--- src/verilog/acim_pkg.sv ---
// acim_pkg: register map, field positions and carrier types of the aux block
package acim_pkg;
   // register addresses
   localparam logic [7:0] ADDR_MAP2      = 8'h3b;
   localparam logic [7:0] ADDR_AUX_ADC_CONTROL   = 8'h3c;
   localparam logic [7:0] ADDR_TEMPERATURE_CONTROL  = 8'h3d;
   localparam logic [7:0] ADDR_THR_HI    = 8'h3e;
   localparam logic [7:0] ADDR_THR_LO    = 8'h3f;
   localparam logic [7:0] ADDR_INTHR_HI  = 8'h40;
   localparam logic [7:0] ADDR_INTHR_LO  = 8'h41;
   localparam logic [7:0] ADDR_TIMER     = 8'h42;
   // reset values
   localparam logic [7:0] RST_MAP2       = 8'h00;
   localparam logic [7:0] RST_AUX_ADC_CONTROL    = 8'hc0;
   localparam logic [7:0] RST_ZERO       = 8'h00;
   // writable bit masks (reserved bits read zero)
   localparam logic [7:0] WMASK_MAP2     = 8'hdf;
   localparam logic [7:0] WMASK_CTL      = 8'hcf;
   localparam logic [7:0] WMASK_TCTL     = 8'h0f;
   localparam logic [7:0] WMASK_THR_HI   = 8'h7f;
   localparam logic [7:0] WMASK_THR_LO   = 8'hfc;
   localparam logic [7:0] WMASK_ALL      = 8'hff;
   // map bit positions
   localparam int B_FUSE   = 7;
   localparam int B_UREG   = 6;
   localparam int B_KALV   = 4;
   localparam int B_AACT   = 3;
   localparam int B_AINACT = 2;
   localparam int B_DTAP   = 1;
   localparam int B_STAP   = 0;
   // control bit positions
   localparam int B_INACT_EN = 3;
   localparam int B_ACT_EN   = 1;
   localparam int B_CH_EN    = 0;
   localparam int B_FMT_HI   = 7;
   localparam int B_FMT_LO   = 6;
   // fifo word formats
   typedef enum logic [1:0] {
      ACIM_FMT_RSVD = 2'b00,
      ACIM_FMT_8    = 2'b01,
      ACIM_FMT_12   = 2'b10,
      ACIM_FMT_14ID = 2'b11
   } acim_fmt_t;
   // register write request
   typedef struct packed {
      logic       wr;
      logic [7:0] addr;
      logic [7:0] data;
   } acim_wreq_t;
   // sources of the second irq pin
   typedef struct packed {
      logic fuse_err;
      logic ureg_err;
      logic keepalive;
      logic double_tap;
      logic single_tap;
   } acim_events_t;
   // aux channel sample
   typedef struct packed {
      logic              valid;
      logic signed [13:0] data;
   } acim_sample_t;
endpackage

--- src/verilog/acim_regmem.sv ---
// acim_regmem: small byte register memory with masked writes, registered read
`timescale 1ns/1ps
module acim_regmem
   import acim_pkg::*;
#(
   parameter int N = 8
) (
   input  wire logic                 i_clk,
   input  wire logic                 i_rst,
   input  wire logic                 i_we,
   input  wire logic [2:0]           i_widx,
   input  wire logic [7:0]           i_wdata,
   input  wire logic [2:0]           i_ridx,
   output logic      [7:0]           o_rdata,
   output logic      [N-1:0][7:0]    o_regs
);
   // per-register reset value and write mask
   // reset values
   function automatic logic [7:0] rst_of(input int k);
      return (k == 1) ? RST_AUX_ADC_CONTROL : RST_ZERO;
   endfunction
   function automatic logic [7:0] mask_of(input int k);
      case (k)
         0: return WMASK_MAP2;
         1: return WMASK_CTL;
         2: return WMASK_TCTL;
         3, 5: return WMASK_THR_HI;
         4, 6: return WMASK_THR_LO;
         default: return WMASK_ALL;
      endcase
   endfunction

   // storage, reserved bits forced to zero
   always_ff @(posedge i_clk or posedge i_rst) begin
      if (i_rst) begin
         for (int k = 0; k < N; k++) o_regs[k] <= rst_of(k);
      end else if (i_we) begin
         o_regs[i_widx] <= i_wdata & mask_of(int'(i_widx));
      end
   end

   // registered read port
   always_ff @(posedge i_clk or posedge i_rst) begin
      if (i_rst) begin
         o_rdata <= RST_ZERO;
      end else begin
         o_rdata <= o_regs[i_ridx];
      end
   end
endmodule

--- src/verilog/acim_detect.sv ---
// acim_detect: absolute-value threshold with consecutive-sample counter
`timescale 1ns/1ps
module acim_detect
   import acim_pkg::*;
#(
   parameter int CW = 4
) (
   input  wire logic               i_clk,
   input  wire logic               i_rst,
   input  wire logic               i_en,
   input  wire logic               i_above,   // 1: count samples over thr
   input  acim_pkg::acim_sample_t  i_smp,
   input  wire logic [12:0]        i_thr,
   input  wire logic [CW-1:0]      i_count,
   output logic                    o_event
);
   logic [13:0]   mag;
   logic          hit;
   logic [CW-1:0] run_q;

   // magnitude of the signed sample, -8192 wraps harmlessly to the pattern read as 8192
   // abs compare
   always_comb begin
      mag = i_smp.data[13] ? 14'(-i_smp.data) : 14'(i_smp.data);
      hit = i_above ? (mag > {1'b0, i_thr}) : (mag < {1'b0, i_thr});
   end

   // consecutive-sample run; event once run passes the programmed count
   // activity count
   always_ff @(posedge i_clk or posedge i_rst) begin
      if (i_rst) begin
         run_q   <= '0;
         o_event <= 1'b0;
      end else if (!i_en) begin
         run_q   <= '0;
         o_event <= 1'b0;
      end else if (i_smp.valid) begin
         if (!hit) begin
            run_q   <= '0;
            o_event <= 1'b0;
         end else if (run_q >= i_count) begin
            o_event <= 1'b1;
         end else begin
            run_q   <= run_q + 1'b1;
            o_event <= (run_q + 1'b1) > i_count;
         end
      end
   end
endmodule

--- src/verilog/acim_top.sv ---
// acim_top: aux channel control and second irq pin upper map
`timescale 1ns/1ps
module acim_top
   import acim_pkg::*;
(
   input  wire logic                 I_CORE_CLK,
   input  wire logic                 I_SYS_RST,
   input  acim_pkg::acim_wreq_t      I_WREQ,
   input  wire logic [7:0]           I_RADDR,
   input  acim_pkg::acim_events_t    I_EVENTS,
   input  acim_pkg::acim_sample_t    I_AUX_SMP,
   input  wire logic                 I_SAMPLE_TICK,
   output logic      [7:0]           O_RDATA,
   output logic                      O_SECOND_IRQ_PIN,
   output acim_pkg::acim_fmt_t       O_FIFO_WORD_FORMAT,
   output logic                      O_EXT_ADC_EN,
   output logic                      O_TEMP_CONV_STB,
   output logic                      O_AUX_ACT_EVT,
   output logic                      O_AUX_INACT_EVT
);
   import acim_pkg::*;

   // -------------------------------------------------
   // register file
   // -------------------------------------------------
   logic [7:0][7:0] regs;
   logic            in_map_w;
   logic            in_map_r;
   logic [7:0]      mem_rdata;
   logic            rd_hit_q;

   // function: address inside the aux window
   function automatic logic in_window(input logic [7:0] a);
      return (a >= ADDR_MAP2) && (a <= ADDR_TIMER);
   endfunction

   assign in_map_w = in_window(I_WREQ.addr);
   assign in_map_r = in_window(I_RADDR);

   acim_regmem #(.N(8)) u_mem (
      .i_clk   (I_CORE_CLK),
      .i_rst   (I_SYS_RST),
      .i_we    (I_WREQ.wr && in_map_w),
      .i_widx  (3'(I_WREQ.addr - ADDR_MAP2)),
      .i_wdata (I_WREQ.data),
      .i_ridx  (3'(I_RADDR - ADDR_MAP2)),
      .o_rdata (mem_rdata),
      .o_regs  (regs)
   );

   logic [7:0] map2;
   logic [7:0] aux_adc_control;
   logic [7:0] temperature_control;
   logic [12:0] act_thr;
   logic [12:0] inact_thr;
   logic [7:0] timer;
   assign map2     = regs[0];
   assign aux_adc_control  = regs[1];
   assign temperature_control = regs[2];
   assign act_thr   = {regs[3][6:0], regs[4][7:2]};
   assign inact_thr = {regs[5][6:0], regs[6][7:2]};
   assign timer     = regs[7];

   // unmapped reads return zero; one cycle read latency
   always_ff @(posedge I_CORE_CLK or posedge I_SYS_RST) begin
      if (I_SYS_RST) begin
         rd_hit_q <= 1'b0;
      end else begin
         rd_hit_q <= in_map_r;
      end
   end
   assign O_RDATA = rd_hit_q ? mem_rdata : RST_ZERO;

   // -------------------------------------------------
   // channel control decode
   // -------------------------------------------------
   logic temp_en;
   logic ext_en;
   logic act_en;
   logic inact_en;
   assign temp_en = temperature_control[B_CH_EN];
   assign ext_en  = aux_adc_control[B_CH_EN] && !temp_en;
   assign act_en   = temp_en ? temperature_control[B_ACT_EN] :
                     (ext_en && aux_adc_control[B_ACT_EN]);
   assign inact_en = temp_en ? temperature_control[B_INACT_EN] :
                     (ext_en && aux_adc_control[B_INACT_EN]);

   // fifo format and channel outputs
   // format select
   always_ff @(posedge I_CORE_CLK or posedge I_SYS_RST) begin
      if (I_SYS_RST) begin
         O_FIFO_WORD_FORMAT <= ACIM_FMT_14ID;
         O_EXT_ADC_EN       <= 1'b0;
      end else begin
         O_FIFO_WORD_FORMAT <= (aux_adc_control[B_FMT_HI:B_FMT_LO] == 2'b00) ?
                               ACIM_FMT_14ID :
                               acim_fmt_t'(aux_adc_control[B_FMT_HI:B_FMT_LO]);
         O_EXT_ADC_EN       <= ext_en;
      end
   end

   always_ff @(posedge I_CORE_CLK or posedge I_SYS_RST) begin
      if (I_SYS_RST) begin
         O_TEMP_CONV_STB <= 1'b0;
      end else begin
         O_TEMP_CONV_STB <= I_SAMPLE_TICK && temp_en;
      end
   end

   // -------------------------------------------------
   // activity / inactivity detectors
   // -------------------------------------------------
   logic act_evt;
   logic inact_evt;

   acim_detect #(.CW(4)) u_act (
      .i_clk   (I_CORE_CLK),
      .i_rst   (I_SYS_RST),
      .i_en    (act_en),
      .i_above (1'b1),
      .i_smp   (I_AUX_SMP),
      .i_thr   (act_thr),
      .i_count (timer[3:0]),
      .o_event (act_evt)
   );

   acim_detect #(.CW(4)) u_inact (
      .i_clk   (I_CORE_CLK),
      .i_rst   (I_SYS_RST),
      .i_en    (inact_en),
      .i_above (1'b0),
      .i_smp   (I_AUX_SMP),
      .i_thr   (inact_thr),
      .i_count (timer[7:4]),
      .o_event (inact_evt)
   );

   always_ff @(posedge I_CORE_CLK or posedge I_SYS_RST) begin
      if (I_SYS_RST) begin
         O_AUX_ACT_EVT   <= 1'b0;
         O_AUX_INACT_EVT <= 1'b0;
      end else begin
         O_AUX_ACT_EVT   <= act_evt;
         O_AUX_INACT_EVT <= inact_evt;
      end
   end

   // -------------------------------------------------
   // second irq pin
   // -------------------------------------------------
   logic irq_d;
   // keep-alive on bit 4 is routed to this pin by choice; open for review
   // mapping gates
   assign irq_d = (map2[B_FUSE]   && I_EVENTS.fuse_err)   ||
                  (map2[B_UREG]   && I_EVENTS.ureg_err)   ||
                  (map2[B_KALV]   && I_EVENTS.keepalive)  ||
                  (map2[B_AACT]   && act_evt)             ||
                  (map2[B_AINACT] && inact_evt)           ||
                  (map2[B_DTAP]   && I_EVENTS.double_tap) ||
                  (map2[B_STAP]   && I_EVENTS.single_tap);

   always_ff @(posedge I_CORE_CLK or posedge I_SYS_RST) begin
      if (I_SYS_RST) begin
         O_SECOND_IRQ_PIN <= 1'b0;
      end else begin
         O_SECOND_IRQ_PIN <= irq_d;
      end
   end
endmodule

--- config.mk ---
export PLATFORM = sky130hd
export DESIGN_NAME = acim_top
export DESIGN_NICKNAME = d
export VERILOG_FILES = /design/src/verilog/acim_pkg.sv /design/src/verilog/acim_regmem.sv /design/src/verilog/acim_detect.sv /design/src/verilog/acim_top.sv
export SDC_FILE = /design/constraint.sdc
export NUM_CORES = 1
export LEC_CHECK = 0
export ABC_AREA = 0
export BUFFER_PORTS_ARGS = -buffer_cell sky130_fd_sc_hd__buf_2
export CAP_MARGIN = 20
export CELL_PAD_IN_SITES_DETAIL_PLACEMENT = 1
export CELL_PAD_IN_SITES_GLOBAL_PLACEMENT = 1
export CORE_MARGIN = 1
export CORE_UTILIZATION = 35
export DETAILED_ROUTE_END_ITERATION = 7
export PLACE_DENSITY = 0.61
export SLEW_MARGIN = 20
export SYNTH_ARGS = -nofsm -noshare
export SYNTH_HDL_FRONTEND = slang
export SYNTH_SLANG_ARGS = --single-unit
export TNS_END_PERCENT = 100
--- constraint.sdc ---
create_clock -name I_CORE_CLK -period 4 [get_ports I_CORE_CLK]
set_input_delay 0.4 -clock I_CORE_CLK [delete_from_list [all_inputs] [get_ports I_CORE_CLK]]
set_output_delay 0.4 -clock I_CORE_CLK [all_outputs]
set_load 0.03 [all_outputs]
==> impl_metrics.ini, run 1 <==
[clock_tree]
htreeDepth = 3
root_buffer = clkbuf_16
cts_buffers = 9
postCtsHoldBufs = 0
ctsResizeCount = 0
cts_setup_buffers = 0
clk-insertion-delay-late_ns = 0.35
clk_pin_slew_worst_paths_ns = 0.06
clockBufferDepth = 2
tritoncts = done
cts_num_sinks = 90

[sta]
rsz0062_at_grt = no
setup_violations = 0
finalSetupTns_ns = 0
timing.fmax_mhz = 293
hold_ws_ns = 0.0541
min_period_ns = 3.41
setup_ws_ns = 0.589
hold_viol_final = 0
period_share_pct = 85.3
slew_violations = 0
fin_skew_ns = 0.00642
tightest_slew_ns = 1.11
slew_headroom_pct = 25.7

[drt]
route.vias.total = 4051
route.detailed.drc = 0
postRouteAntennaNets = 0
wirelength_um = 15200
wl_per_cell_um = 19.7
drt-initial-drc-count = 145
drt_pass1_iterations = 4
routed_via_density = 5.25

[placed_design]
dp_slack_ns = 0.249
port_buffers = 62
gp_congestion = 0.830
placed_cell_area_um2 = 6160
hpwl_um = 12100

[synthesis]
synth.most_common_cell = dfrtp_1
syn_area_um2 = 5620
synth_edf_count = 0
syn_inst = 489
ys_top_cells_by_count = 86 x dfrtp_1, 62 x mux2_2, 52 x ha_1
yosys_warnings = 0
synthDominantCellAreaShare_pct = 38.3
synth_nets = 589
async_reset_ff_share_pct = 100
ys_seq_area_share_pct = 40.2
ys.flop_type = dfrtp_1
syn_avg_cell_area_um2 = 11.5
synth_area_leaders = dfrtp_1 38%, mux2_2 12%, ha_1 12%
synth_seq_cells = 90
synthDistinctLibCells = 63
yosysTopAreaCell = dfrtp_1

[worst_setup_path]
rr_endpoint = u_inact.run_q[2]
cpLargestDelayFamily = compound AO/OA/AOI/OAI gates
slowest_stage = nor4_1
critPathLaunchType = input port
r2r_cells = 7
cp_data_arrival_time_ns = 3.65
crit_path_end_kind = flop
crit_buf_inv = 1
critPathMaxStageDelay_ns = 0.54
crit_fanout = 4
reg2reg_slack_ns = 1.57
crit_chain = buf_2, nor4_1, nand2_1, o41ai_1, xnor2_1, ha_1, a21o_1, a221oi_1, a21boi_0, a21boi_0, o211a_1, a22o_1
critPathKind = in -> reg
r2r_start = u_mem.o_regs[60]
cp_common_cell = a21boi_0
required_ns = 4.24

[finish]
n_fill_cell = 1724
postLayoutCoreUtil_pct = 42.1
fin_nets = 656
n_antenna_cell = 0
area_growth_pct = 15.5
design_area_um2 = 6490
drive_above_1_share_pct = 32.3
ff_latch_area_um2 = 2260
multi_input_area_um2 = 3130

[pwr]
power.leakage_nw = 3.07
powerDensity_nw_per_um2 = 341
ir_worst_vdd_mv = 0.211

[global_routing]
grt_max_degree = 55
grt_pass1_wl_um = 24200
antenna_found_initial = 0
grt_use_total_pct = 19.9
grt_pass1_vias = 4426
grt.overflow.total = 0

[floorplan]
rows = 45
die_h_um = 129
coreArea_um2 = 15400
start_util_pct = 36.4
die_w_um = 129
dieArea_um2 = 16600
io_pins = 63

[run]
cap_violations = 0

[outcome]
status = finished, final reports clean

[min_path]
min_path_type = in -> async
## sequential cells by signal, summed over array words and instances (netlist names), 2 cells and up
name	count
u_mem.o_rdata	8
u_inact.run_q	4
u_mem.o_regs	64
u_act.run_q	4
O_FIFO_WORD_FORMAT	2
## logic make-up (layout without fill, tap and decap cells)
kind of cell / count (synthesis) / in the layout / share of synthesized area, %
AOI/OAI and AO/OA: 79 / 79 / 9.60
and+or+nand+nor: 108 / 108 / 10.9
DFF: 90 / 90 / 40.2
xor gates and xnor gates: 18 / 18 / 2.94
buffers and inverters: 57 / 129 / 4.10
muxes: 85 / 85 / 20.7
adders and majority gates: 52 / 52 / 11.6
## per-stage QoR
step	cells	total power, W
3_3_place_gp	755	0.00134
5_1_grt	772	0.00231
3_5_place_dp	755	0.00137
6_report	772	0.00221
4_1_cts	771	0.00224
2_1_floorplan	489	0.00123
## report_power, final
| group | switching (W) | internal, W | total, W |
|---|---|---|---|
| Clock | 0.000347 | 0.000518 | 0.000865 |
| Combinational | 0.000210 | 0.000155 | 0.000365 |
| Sequential | 0.0000301 | 0.000954 | 0.000984 |
| Total | 0.000587 | 0.00163 | 0.00221 |
## layout by cell type, fill, tap and decap left out, types with 4 or more instances in the layout
cell	netlist	final
ha_1	52	52
mux2_4	6	6
and3_1	5	5
o21ai_0	20	20
nor3_1	9	9
or3_1	4	4
a22oi_1	4	4
nand2b_1	10	10
nor2b_1	5	5
a21o_1	4	4
buf_2	1	62
and2_1	9	9
clkbuf_16	0	9
mux2_2	62	62
buf_4	0	4
dfrtp_1	86	86
nand3_1	7	7
inv_1	46	45
nor2_1	14	14
nand2_1	25	25
xnor2_1	14	14
a21oi_1	17	17
dfstp_2	4	4
mux4_2	16	16
## area by class of cell
cell class	instances	area share (%)
clock inverters	4	0.752
flip-flops and latches	90	34.8
well taps	211	4.07
repair buffers	67	5.55
inverters	46	2.68
multi-input cells	342	48.2
clock buffers	12	3.95
## worst max-delay path by stage
| stage | startpoint | endpoint | slack, ns | cells past startpoint |
|---|---|---|---|---|
| after floorplan | I_AUX_SMP[9] | u_act.run_q[0] | 0.87 | 10 |
| after global placement | I_AUX_SMP[5] | u_act.run_q[0] | 0.35 | 12 |
| after detailed placement | I_AUX_SMP[3] | u_act.run_q[0] | 0.25 | 12 |
| after CTS | I_AUX_SMP[3] | u_act.run_q[0] | 0.60 | 12 |
| after global routing | I_AUX_SMP[3] | u_act.run_q[2] | 0.23 | 12 |
| final | I_AUX_SMP[3] | u_act.run_q[0] | 0.59 | 12 |
## routing by layer
metal	share of wire, %	global-route usage (%)	up-vias
met1	45	24.7	2059
li1	-	-	1916
met5	0	0	-
met2	50	34.9	56
met3	2.8	3.53	20
met4	2.1	6.78	0
(Power assumes the default switching activity.)
==> run 2: changes to the inputs <==
--- a/config.mk
+++ b/config.mk
@@ -9,11 +9,11 @@
 export BUFFER_PORTS_ARGS = -buffer_cell sky130_fd_sc_hd__buf_2
 export CAP_MARGIN = 20
 export CELL_PAD_IN_SITES_DETAIL_PLACEMENT = 1
-export CELL_PAD_IN_SITES_GLOBAL_PLACEMENT = 1
+export CELL_PAD_IN_SITES_GLOBAL_PLACEMENT = 2
 export CORE_MARGIN = 1
 export CORE_UTILIZATION = 35
 export DETAILED_ROUTE_END_ITERATION = 7
-export PLACE_DENSITY = 0.61
+export PLACE_DENSITY = 0.71
 export SLEW_MARGIN = 20
 export SYNTH_ARGS = -nofsm -noshare
 export SYNTH_HDL_FRONTEND = slang
==> impl_metrics.ini, run 2 (synthesized netlist as in run 1, its figures left out) <==
[global_routing]
grt_max_degree = 47
grt_use_total_pct = 19.7
grt_pass1_vias = 4380
antenna_found_initial = 0
grt.overflow.total = 0
grt_pass1_wl_um = 24300

[sta]
timing.fmax_mhz = 291
fin_skew_ns = 0.00783
finalSetupTns_ns = 0
slew_violations = 0
tightest_slew_ns = 0.807
hold_viol_final = 0
slew_headroom_pct = 46.1
setup_violations = 0
min_period_ns = 3.44
period_share_pct = 86.0
rsz0062_at_grt = no

[finish]
layout_commonest_cell = dfrtp_1
fin_nets = 656
top_register = u_mem.o_regs
n_antenna_cell = 0
largest_reg_flops = 64
area_growth_pct = 15.4
final_cell_mix = 86 x dfrtp_1, 62 x mux2_2, 62 x buf_2, 52 x ha_1, 45 x inv_1
final_cell_count_no_fill = 772
reg.largest.list = u_mem.o_regs: 64 flops, u_mem.o_rdata: 8 flops
drive_above_1_share_pct = 32.6

[worst_setup_path]
cp_common_cell = a21boi_0
required_ns = 4.24
critPathMaxStageDelay_ns = 0.63
critPathKind = in -> reg
crit_path_end_kind = flop
slowest_stage = nor4_1
crit_fanout = 4
cpLargestDelayFamily = compound AO/OA/AOI/OAI gates
crit_buf_inv = 1
cp_data_arrival_time_ns = 3.68
critPathLaunchType = input port
reg2reg_slack_ns = 1.66
crit_chain = buf_2, nor4_1, nand2_1, o41ai_1, xnor2_1, ha_1, and3_1, a221oi_1, a21boi_0, a21boi_0, o211a_1, a22o_1

[drt]
route.detailed.drc = 0
drt_pass1_iterations = 4
postRouteAntennaNets = 0
route.vias.total = 4037
routed_via_density = 5.23
wl_per_cell_um = 19.6
drt-initial-drc-count = 142
wirelength_um = 15200

[clock_tree]
clockBufferDepth = 2
ctsResizeCount = 0
clk_pin_slew_worst_paths_ns = 0.07
cts_buffers = 9
htreeDepth = 3
cts_setup_buffers = 0
clk-insertion-delay-late_ns = 0.35
postCtsHoldBufs = 0
cts_num_sinks = 90
tritoncts = done
root_buffer = clkbuf_16

[placed_design]
hpwl_um = 12000
port_buffers = 62
gp_congestion = 0.890
dp.cells = 756

[floorplan]
io_pins = 63
die_w_um = 129
die_h_um = 129
coreArea_um2 = 15400
rows = 45
start_util_pct = 36.4
dieArea_um2 = 16600

[min_path]
min_path_type = in -> async

[outcome]
status = finished, final reports clean

[pwr]
powerDensity_nw_per_um2 = 343
ir_worst_vdd_mv = 0.191
power.leakage_nw = 3.06

[run]
cap_violations = 0
-- run 2: per-stage QoR --
stage               setup slack (ns)  total power [W]  hold slack (ns)  util [%]  area, um^2
floorplan                      0.867          0.00123            0.373         -        5620
global placement               0.373          0.00135            0.458      40.0        6170
detailed placement             0.251          0.00136            0.466      40.0        6170
CTS                            0.606          0.00224            0.185      42.0        6470
global route                   0.300          0.00231            0.191      42.0        6480
finish                         0.561          0.00222            0.167      42.0        6480
-- run 2: metal layers --
metal  up-vias  share of wire (%)  track usage [%]
met1      2072                 47             25.9
met2        41                 50             33.9
met5         -                  0                0
met4         0                1.3             6.23
met3        14                1.7             2.37
li1       1910                  -                -
-- run 2: layout make-up --
class / instances / area [um^2]
Inverter: 46 / 174
Tap cell: 211 / 264
Fill cell: 1726 / 8950
Sequential cell: 90 / 2260
Clock inverter: 7 / 75.1
Clock buffer: 9 / 225
Multi-Input combinational cell: 342 / 3140
Timing Repair Buffer: 67 / 348
-- run 2: path summary, 6_finish.rpt --
path                       depth (start not counted)        startpoint                    end
min reg2reg                                        1  u_mem.o_regs[15]  O_FIFO_WORD_FORMAT[0]
max reg2reg                                        7  u_mem.o_regs[60]       u_inact.run_q[2]
max                                               12      I_AUX_SMP[5]         u_act.run_q[0]
min                                                2         I_SYS_RST       u_mem.o_rdata[0]
min in group I_CORE_CLK                            2        I_RADDR[7]               rd_hit_q
max in group asynchronous                          3         I_SYS_RST       u_mem.o_regs[44]
-- run 2: where the power goes --
group / leakage (nW) / total [W] / switching, W / internal [W]
clock network: 0.151 / 0.000880 / 0.000389 / 0.000490
logic: 1.68 / 0.000362 / 0.000209 / 0.000154
registers: 1.23 / 0.000982 / 0.0000290 / 0.000953
-- run 2: worst reg2reg max path: stages, from the launching register on --
cell and delay, ns:
dfrtp_1 0.47, ha_1 0.34, nand2b_1 0.15, a2111oi_0 0.40, nor3_1 0.18, or4_1 0.42, a211oi_1 0.21, a21o_1 0.11
